<file path="src/design/char_lcd_pkg.sv">
/*
  Shared constants of the character display instruction decoder.
  Assumes a 100 MHz system clock on which all timing counts are based.
*/
package char_lcd_pkg;
    // Avalon-MM register byte offsets (word index = offset / 4).
    localparam logic [3:0] OFS_HOST_IF   = 4'h0;
    localparam logic [3:0] OFS_HOST_DATA = 4'h4;
    localparam logic [3:0] OFS_STATUS    = 4'h8;
    localparam logic [3:0] OFS_CONFIG    = 4'hc;
    // Host interface register fields.
    localparam int HIF_RS_BIT    = 8;
    localparam int HIF_RW_BIT    = 9;
    // Status register fields.
    localparam int ST_DISP_BIT   = 0;
    localparam int ST_CURS_BIT   = 1;
    localparam int ST_BLINK_BIT  = 2;
    localparam int ST_INC_BIT    = 3;
    localparam int ST_SHIFT_BIT  = 4;
    localparam int ST_CG_BIT     = 5;
    localparam int ST_PHASE_BIT  = 6;
    localparam int ST_BUSY_BIT   = 7;
    localparam int ST_OFFS_LSB   = 8;
    // Config register fields.
    localparam int CFG_FOUR_BIT  = 0;
    // Instruction opcode bit positions (most significant set bit selects).
    localparam int OP_CLEAR      = 0;
    localparam int OP_HOME       = 1;
    localparam int OP_ENTRY      = 2;
    localparam int OP_ONOFF      = 3;
    localparam int OP_SHIFT      = 4;
    localparam int OP_FUNC       = 5;
    localparam int OP_CGADDR     = 6;
    localparam int OP_DDADDR     = 7;
    // Reset values.
    localparam logic       RST_INC    = 1'b1;
    localparam logic [7:0] BLANK_CHAR = 8'h20;
    // Line layout of the text memory.
    localparam logic [6:0] LINE_LEN   = 7'h28;
    localparam logic [6:0] LINE2_BASE = 7'h40;
    localparam logic [6:0] LINE_LAST  = 7'h27;
    localparam logic [6:0] LINE2_LAST = 7'h67;
    // Timing.
    localparam int CLK_HZ          = 100_000_000;
    localparam int OSC_HZ          = 250_000;
    localparam int EXEC_US         = 40;
    localparam int BLINK_MS        = 400;
    localparam int EXEC_CYC        = EXEC_US * (CLK_HZ / 1_000_000);
    localparam int BLINK_CYC       = BLINK_MS * (CLK_HZ / 1_000);
endpackage
</file>
<file path="src/design/char_lcd_instruction_decoder.sv">
/*
  Instruction and data decoder of a character display controller, reached
  over an Avalon-MM slave. Software plays the host: it writes a byte with a
  register select and direction at the host interface word, and reads back.

  Words: host interface, data holding register, status, configuration.
  The host word holds the byte in bits 7:0, select in 8, direction in 9.
  Decode uses the most significant set bit of the byte.

  Outputs go to a panel driver that scans the text memory.

  Assumes a single 100 MHz clock with a synchronous active-high reset.
  Assumes the master holds a request until waitrequest is seen low.
  Text RAM is not reset; software runs a clear after power-up.
*/
// Implementation choices: register access over Avalon-MM and the address map.
// What this block does
// Select-0 write latches and decodes instruction
// Status read returns busy and pointer
// Data write stores into selected RAM
// Data read returns byte from RAM
// Address set loads the address pointer
// Pointer steps after each RAM access
// Clear blanks text, homes cursor
// Home zeroes pointer, keeps text
// Host repeats home after shifted clear
// Host saves four locations around home
// Step direction bit selects inc/dec
// Auto-shift shifts display on text writes
// Display bit blanks without losing text
// Cursor bit shows underline row
// Blink alternates cursor cell every 0.4s
// Cursor shift moves only pointer
// Display shift moves view and cursor
// Two-line wrap from position 40
// Four-line wrap stays within half; the code wraps four-line mode exactly as two-line mode
// Execution time scaled 40us at 250kHz
// Host checks busy before next instruction
// Home and shift opcodes ignore low bits
// Busy held, instructions ignored while set
`timescale 1ns/1ps
module char_lcd_instruction_decoder
    import char_lcd_pkg::*;
#(
    // Spans in clock cycles; the bench shortens them.
    parameter int EXEC_CYCLES  = EXEC_CYC,
    parameter int BLINK_CYCLES = BLINK_CYC
) (
    // Clock and reset.
    input  wire logic        mclk,
    input  wire logic        rst,
    // Avalon-MM slave.
    input  wire logic [3:0]  avs_address,
    input  wire logic        avs_read,
    input  wire logic        avs_write,
    input  wire logic [31:0] avs_writedata,
    output logic      [31:0] avs_readdata,
    output logic             avs_waitrequest,
    // Panel control state.
    output logic             display_on,
    output logic             cursor_on,
    output logic             blink_phase
);
    // Holding registers of the instruction path.
    logic [7:0]  instruction_holding_reg;
    logic [7:0]  data_holding_reg;
    logic [6:0]  address_pointer;
    logic        busy_indicator;

    // Timers; 32 bits cover the slowest settings.
    logic [31:0] busy_cnt_reg;
    logic [31:0] blink_cnt_reg;

    // Entry mode, memory select, line layout.
    logic        inc_reg;
    logic        shift_reg;
    logic        cg_sel_reg;
    logic        blink_reg;
    logic        four_line_reg;

    // View offset; wraps modulo 64.
    logic [5:0]  disp_offset_reg;

    // Flip-flop storage, indexed.
    // Glyph memory uses six pointer bits.
    logic [7:0]  display_text_ram [0:127];
    logic [7:0]  glyph_pattern_ram [0:63];

    // Clear sweep state.
    logic        clearing_reg;
    logic [6:0]  clr_idx_reg;

    // Bus handshake.
    logic        ack_reg;
    logic        req;

    // Host word fields.
    logic        hif_wr;
    logic        hif_rs;
    logic        hif_rw;
    logic [7:0]  hif_byte;

    // One-cycle strobes per select pair.
    logic        instr_wr;
    logic        data_wr;
    logic        data_rd;
    logic        stat_rd;

    // Neighbour addresses with wrap.
    logic [6:0]  step_addr;
    logic [6:0]  left_addr;
    logic [6:0]  right_addr;

    // Every access is answered one cycle after it is seen, so the master
    // holds its request exactly two edges. A write acts only at the
    // second edge, where waitrequest is low, so a withdrawn request
    // never leaves half a transfer.
    assign req      = (avs_read | avs_write) & ~ack_reg;

    // Host strobe, in the acknowledge cycle.
    assign hif_wr   = avs_write & ack_reg & (avs_address == OFS_HOST_IF);

    // Field extraction.
    assign hif_rs   = avs_writedata[HIF_RS_BIT];
    assign hif_rw   = avs_writedata[HIF_RW_BIT];
    assign hif_byte = avs_writedata[7:0];

    // Instructions arriving while busy are dropped, as the host should poll.
    // Status reads are never refused, so polling progresses.
    assign instr_wr = hif_wr & ~hif_rs & ~hif_rw & ~busy_indicator;
    assign data_wr  = hif_wr &  hif_rs & ~hif_rw & ~busy_indicator;
    assign data_rd  = hif_wr &  hif_rs &  hif_rw & ~busy_indicator;
    assign stat_rd  = hif_wr & ~hif_rs &  hif_rw;

    // Cursor moves with line wrap: four-line mode wraps as two-line mode does,
    // LINE_LAST on to LINE2_BASE and LINE2_LAST back to 7'h00.
    // Both wraps are fixed addresses: two compares.
    always_comb begin
        right_addr = address_pointer + 7'h01;
        left_addr  = address_pointer - 7'h01;
        if (address_pointer == LINE_LAST) begin
            right_addr = LINE2_BASE;
        end else if (address_pointer == LINE2_LAST) begin
            right_addr = four_line_reg ? 7'h00 : 7'h00;
        end

        // Stepping left undoes the same wraps.
        if (address_pointer == LINE2_BASE) begin
            left_addr = LINE_LAST;
        end else if (address_pointer == 7'h00) begin
            left_addr = LINE2_LAST;
        end

        // Data accesses follow the entry direction.
        step_addr = inc_reg ? right_addr : left_addr;
    end


    // Bus handshake: waitrequest is low in the cycle after the request.
    // The flop drops at once, so each request pays one wait.
    always_ff @(posedge mclk) begin
        if (rst) begin
            ack_reg <= 1'b0;
        end else begin
            ack_reg <= req;
        end
    end

    // Decoded from the flop: a registered copy would need the
    // request a cycle earlier.
    assign avs_waitrequest = ~ack_reg & (avs_read | avs_write);

    // Read data mux, registered so it stands at the acknowledging edge.
    // Loaded on the first edge of a read, then held
    // until the next read.
    always_ff @(posedge mclk) begin
        if (rst) begin
            avs_readdata <= 32'h0000_0000;
        end else if (avs_read & req) begin
            // Unmapped words read zero.
            case (avs_address)
                OFS_HOST_IF:   avs_readdata <= {24'h00_0000, busy_indicator, address_pointer};
                OFS_HOST_DATA: avs_readdata <= {24'h00_0000, data_holding_reg};
                OFS_STATUS:    avs_readdata <= {16'h0000, 2'b00, disp_offset_reg, busy_indicator,
                                                blink_phase, cg_sel_reg, shift_reg, inc_reg,
                                                blink_reg, cursor_on, display_on};
                OFS_CONFIG:    avs_readdata <= {31'h0000_0000, four_line_reg};
                default:       avs_readdata <= 32'h0000_0000;
            endcase
        end
    end

    // Configuration word: line organisation.
    // Only bit 0 is defined.
    always_ff @(posedge mclk) begin
        if (rst) begin
            four_line_reg <= 1'b0;
        end else if (avs_write & ack_reg & (avs_address == OFS_CONFIG)) begin
            four_line_reg <= avs_writedata[CFG_FOUR_BIT];
        end
    end

    // Busy timer: every instruction and data access takes the scaled time.
    // Loaded with one less: the load edge is the first busy cycle.
    // A clear keeps busy up until its sweep is done.
    always_ff @(posedge mclk) begin
        if (rst) begin
            busy_indicator <= 1'b0;
            busy_cnt_reg   <= 32'h0000_0000;
        end else if (instr_wr | data_wr | data_rd) begin
            busy_indicator <= 1'b1;
            busy_cnt_reg   <= 32'(EXEC_CYCLES - 1);
        end else if (busy_cnt_reg != 32'h0000_0000) begin
            busy_cnt_reg <= busy_cnt_reg - 32'h0000_0001;
        end else if (!clearing_reg) begin
            busy_indicator <= 1'b0;
        end
    end

    // Instruction decode and mode state.
    // The top set bit picks the instruction. Data accesses step the
    // pointer here too, so it has one writer.
    always_ff @(posedge mclk) begin
        if (rst) begin
            instruction_holding_reg <= 8'h00;
            inc_reg         <= RST_INC;
            shift_reg       <= 1'b0;
            display_on      <= 1'b0;
            cursor_on       <= 1'b0;
            blink_reg       <= 1'b0;
            cg_sel_reg      <= 1'b0;
            disp_offset_reg <= 6'h00;
            address_pointer <= 7'h00;
        end else if (instr_wr) begin
            instruction_holding_reg <= hif_byte;

            // Address set also picks the memory.
            if (hif_byte[OP_DDADDR]) begin
                cg_sel_reg      <= 1'b0;
                address_pointer <= hif_byte[6:0];
            end else if (hif_byte[OP_CGADDR]) begin
                cg_sel_reg      <= 1'b1;
                address_pointer <= {1'b0, hif_byte[5:0]};
            end else if (hif_byte[OP_FUNC]) begin
                // Layout comes from the config word.
                cg_sel_reg <= cg_sel_reg;
            end else if (hif_byte[OP_SHIFT]) begin
                if (hif_byte[3]) begin
                    // Display shift moves the view; the cursor follows it.
                    disp_offset_reg <= hif_byte[2] ? disp_offset_reg - 6'h01
                                                   : disp_offset_reg + 6'h01;
                end else begin
                    // Cursor shift: the view stays.
                    address_pointer <= hif_byte[2] ? right_addr : left_addr;
                end
            end else if (hif_byte[OP_ONOFF]) begin
                // Blanking keeps the text.
                display_on <= hif_byte[2];
                cursor_on  <= hif_byte[1];
                blink_reg  <= hif_byte[0];
            end else if (hif_byte[OP_ENTRY]) begin
                // Applies from the next access.
                inc_reg   <= hif_byte[1];
                shift_reg <= hif_byte[0];
            end else if (hif_byte[OP_HOME]) begin
                // Text is left alone.
                address_pointer <= 7'h00;
                disp_offset_reg <= 6'h00;
                cg_sel_reg      <= 1'b0;
            end else if (hif_byte[OP_CLEAR]) begin
                // The sweep runs in its own process.
                address_pointer <= 7'h00;
                disp_offset_reg <= 6'h00;
                cg_sel_reg      <= 1'b0;
                inc_reg         <= 1'b1;
            end
        end else if (data_wr | data_rd) begin
            // Glyph addresses wrap in six bits.
            // The view moves on text writes only.
            address_pointer <= cg_sel_reg ? {1'b0, address_pointer[5:0] + (inc_reg ? 6'h01 : 6'h3f)}
                                          : step_addr;
            if (data_wr & shift_reg & ~cg_sel_reg) begin
                // Display moves opposite to the cursor so it stays put.
                disp_offset_reg <= inc_reg ? disp_offset_reg + 6'h01
                                           : disp_offset_reg - 6'h01;
            end
        end
    end

    // Text clear walks every location, one per clock, while busy stays set.
    // 128 cycles buy a plain indexed memory.
    always_ff @(posedge mclk) begin
        if (rst) begin
            clearing_reg <= 1'b0;
            clr_idx_reg  <= 7'h00;
        end else if (instr_wr && hif_byte == 8'h01) begin
            clearing_reg <= 1'b1;
            clr_idx_reg  <= 7'h00;
        end else if (clearing_reg) begin
            // Ends after the last index.
            clr_idx_reg  <= clr_idx_reg + 7'h01;
            clearing_reg <= (clr_idx_reg != 7'h7f);
        end
    end

    // Memory writes: text and glyph RAM, plus the clear sweep.
    // No reset: keeps the reset tree small.
    always_ff @(posedge mclk) begin
        if (clearing_reg) begin
            display_text_ram[clr_idx_reg] <= BLANK_CHAR;
        end else if (data_wr & ~cg_sel_reg) begin
            display_text_ram[address_pointer] <= hif_byte;
        end
        if (data_wr & cg_sel_reg) begin
            glyph_pattern_ram[address_pointer[5:0]] <= hif_byte;
        end
    end

    // Data holding register: written byte, or a byte fetched from RAM.
    // A fetch reads before the pointer steps.
    always_ff @(posedge mclk) begin
        if (rst) begin
            data_holding_reg <= 8'h00;
        end else if (data_wr) begin
            data_holding_reg <= hif_byte;
        end else if (data_rd) begin
            data_holding_reg <= cg_sel_reg ? glyph_pattern_ram[address_pointer[5:0]]
                                           : display_text_ram[address_pointer];
        end
    end


    // Blink timer; the phase toggles every interval while blink is on.
    // Blink off parks the phase low.
    always_ff @(posedge mclk) begin
        if (rst) begin
            blink_cnt_reg <= 32'h0000_0000;
            blink_phase   <= 1'b0;
        end else if (!blink_reg) begin
            blink_cnt_reg <= 32'h0000_0000;
            blink_phase   <= 1'b0;
        end else if (blink_cnt_reg == 32'(BLINK_CYCLES - 1)) begin
            blink_cnt_reg <= 32'h0000_0000;
            blink_phase   <= ~blink_phase;
        end else begin
            blink_cnt_reg <= blink_cnt_reg + 32'h0000_0001;
        end
    end

    // Limitations.

    // Instruction and data writes while busy are dropped silently.

    // The bus is always eight bits wide.

    // A read right after a write sees the
    // stepped pointer.

    // The host repeats home after a
    // shifted clear itself.

    // The view offset is only a position;
    // the scan lies outside.

    // Busy time is the same for all but a clear, which also stays busy through its 128-cycle sweep.

    // Text content is undefined until a
    // clear has run.
endmodule

</file>
<file path="config.mk">
export PLATFORM = sky130hd
export DESIGN_NAME = char_lcd_instruction_decoder
export DESIGN_NICKNAME = d
export VERILOG_FILES = /design/src/design/char_lcd_pkg.sv /design/src/design/char_lcd_instruction_decoder.sv
export SDC_FILE = /design/constraint.sdc
export NUM_CORES = 2
export LEC_CHECK = 0
export BUFFER_PORTS_ARGS = -buffer_cell sky130_fd_sc_hd__buf_4
export CAP_MARGIN = 40
export CORE_UTILIZATION = 45
export DETAILED_ROUTE_END_ITERATION = 6
export HOLD_SLACK_MARGIN = 0.08
export SLEW_MARGIN = 20
export SYNTH_ARGS = -nofsm -noshare
export SYNTH_HDL_FRONTEND = slang
export SYNTH_SLANG_ARGS = --single-unit
</file>
<file path="constraint.sdc">
create_clock -name mclk -period 4.93 [get_ports mclk]
set_input_delay 0.2465 -clock mclk [delete_from_list [all_inputs] [get_ports mclk]]
set_output_delay 0.2465 -clock mclk [all_outputs]
set_load 0.005 [all_outputs]
</file>
==> flow_summary.toml <==
[outcome]
status = "finished clean"

[worst_setup_path]
cpPeakStageDelay_ns = 0.70
required_ns = 5.57
crit_arrival_ns = 4.37
crit_family = "compound AO/OA/AOI/OAI gates"
crit_type = "reg2reg"
worst_setup_path_start_kind = "register"
cp_num_buf_inv = 2
worstPathMaxFanout = 24
worstSetupEndpointType = "register"
crit_slowest_cell = "a211oi_1"
crit_chain = "buf_16, buf_4, mux4_2, mux2_2, a21oi_1, o22ai_1, a211oi_1, o32ai_1"

[floorplanning]
floorplan.initialDensity_pct = 45.35
io_pins = 76
coreArea_um2 = 147800
die_h_um = 388.0
fp.dieW_um = 388.0
die-area_um2 = 150500
fp-row-count = 141

[final_layout]
final_layout_size_suffix_gt1_share_pct = 22.35
final_common_cell = "edfxtp_1"
largest_reg_flops = 1024
area_growth_pct = 13.29
layout.area.seq_um2 = 48620
fillers = 11820
layout_common_cells = "edfxtp_1, nor2_1, mux4_2"
multiInputGateArea_um2 = 16930
top_register = "display_text_ram"
num-nets-final = 3959

[timing]
fin_crit_sh_pct = 75.64
tightest_slew_ns = 1.034
hold_violations = 0
max_clock_freq_mhz = 268.2
finalCriticalPeriod_ns = 3.729
relSlewSlack_pct = 31.05
setup_viol = 0
clock_skew_ns = 0.02064
rsz0062_at_grt = "false"
tns_ns = 0
drv_slew = 0

[clock_tree]
clk_path_buf_depth = 3
clockRootBuffer = "clkbuf_16"
path_clk_slew_ns = 0.06
cts_buffers = 167
tritoncts = "done"
clk_latency_ns = 0.80
cts.sinks = 1660
htree_levels = 4

[grt]
grt_pass1_vias = 34500
grt_use_met3_pct = 4.103
grtUsageTotal_pct = 22.08
gr-total-overflow = 0
grt_pass1_wl_um = 242200
grt_max_degree = 81
use_met1_pct = 32.64
grt_antenna_before_repair = 3
busiest_layer = "met2"
grt_use_met2_pct = 33.63

[placed_design]
port_buffers = 35
dp.final_hpwl_um = 105100
place.gp.congestion = 0.8454

[worst_hold_path]
hp-class = "in2reg"
min_from = "avs_writedata[6]"

[route]
drc = 0
dr.first_iter.drc_count = 3765
avgRoutedWirePerCell_um = 27.81
routed_wl_um = 166300
final_antenna_net_count = 0
via_per_inst = 5.936
vias = 35500
dr.pass1.iters = 6

[synth]
seq_area_frac_synth_pct = 72.50
netlist_area_um2 = 67040
netlist_instances = 3677
synth_flop_cell = "edfxtp_1"
synth_cell_types = 85
synthArstFlopShare_pct = 0
syn_area_per_cell_um2 = 18.23
synth-seq-cells = 1660
yosysWarningCount = 0
synth_edf_count = 1536

[pwr]
finalPower_mw = 28.78
peakVddDrop_mv = 0.3683
power_frac_seq_pct = 53.4
p_leak_nw = 23.07
pwr-share-comb_pct = 2.9
p_clk_share_pct = 43.7
p_per_area_nw_per_um2 = 378.9
switching_share_pct = 20.36
p_sw_mw = 5.859
p_int_mw = 22.92

[flow_run]
cap_violations = 0
## synthesized netlist by cell type, types with 48 or more instances
library cell	count	share of area, %
buf_2	48	0.36
edfxtp_1	1536	69
nand3_1	53	0.40
mux4_2	337	11
mux2i_1	128	1.9
dfxtp_1	124	3.7
nor2_1	355	2.0
nand2_1	115	0.64
xnor2_1	48	0.63
clkbuf_1	94	0.53
o21ai_0	50	0.37
a21oi_1	75	0.56
## metrics by stage
step / cell area [µm²] / std cells / util (%) / setup slack [ns] / hold slack, ns
2_1_floorplan: 67100 / 3694 / - / 1.402 / 0.3454
3_3_place_gp: 69460 / 5554 / 46.98 / 1.005 / 0.4420
3_5_place_dp: 69810 / 5588 / 47.22 / 1.160 / 0.4508
4_1_cts: 75390 / 5914 / 51.00 / 1.131 / 0.08265
5_1_grt: 75940 / 5974 / 51.36 / 1.043 / 0.1849
6_report: 75950 / 5980 / 51.37 / 1.201 / 0.1818
## layer usage
layer  part of all wire [%]  vias up
met2                     46     1485
met3                    8.5      225
met5                 0.0048        -
li1                       -    15250
met1                     43    18530
met4                    2.4        2
## power by group through the flow
| stage | registers, mW | logic, mW | clock network, mW |
|---|---|---|---|
| after global placement | 15.7 | 0.781 | 0 |
| final | 15.4 | 0.830 | 12.6 |
| after detailed placement | 15.7 | 0.810 | 0 |
| after CTS | 15.4 | 0.825 | 12.8 |
| after floorplan | 15.6 | 0.586 | 0 |
| after global routing | 15.4 | 0.918 | 13.3 |
## cell type report
class                   instances  share of cell area [%]
inverters                      27                  0.1334
repair buffers                274                   3.250
multi-input cells            1775                   22.29
clock inverters               101                   1.245
well taps                    1930                   3.179
flip-flops and latches       1660                   64.02
clock buffers                 207                   5.866
diodes                          6                 0.01977
## kinds of logic after synthesis
kind of cell / count (synthesis) / share of synthesized area, %
adders and majority gates: 14 / 0.2725
muxes: 512 / 14.49
DFF: 1660 / 72.50
xor gates and xnor gates: 78 / 1.019
and+or+nand+nor: 774 / 5.412
buffers and inverters: 259 / 2.428
other: 1 / 0.005594
AOI/OAI and AO/OA: 379 / 3.867
## worst register-to-register path, cell delays in order, from the launching register on
cell and delay (ns):
dfxtp_4 0.68, buf_16 0.30, buf_4 0.38, mux4_2 0.53, mux2_2 0.29, a21oi_1 0.30, o22ai_1 0.18, a211oi_1 0.70
o32ai_1 0.21
## worst paths after layout
kind                                 end  slack [ns]  cells past startpoint
hold reg to reg         blink_cnt_reg[0]        0.46                      1
setup / recovery     data_holding_reg[3]        1.20                      8
hold / removal    display_text_ram[8][6]        0.18                      2
setup reg to reg     data_holding_reg[3]        1.20                      8
## repair_timing
item / in CTS / in global routing
endpoints found under the setup margin: 0 / 0
hold buffers: 18 / 2
endpoints found under the hold margin: 119 / 49
setup buffers: 0 / 0
resized for setup: 0 / 0
Note: power is estimated with default switching activity, not from simulation.
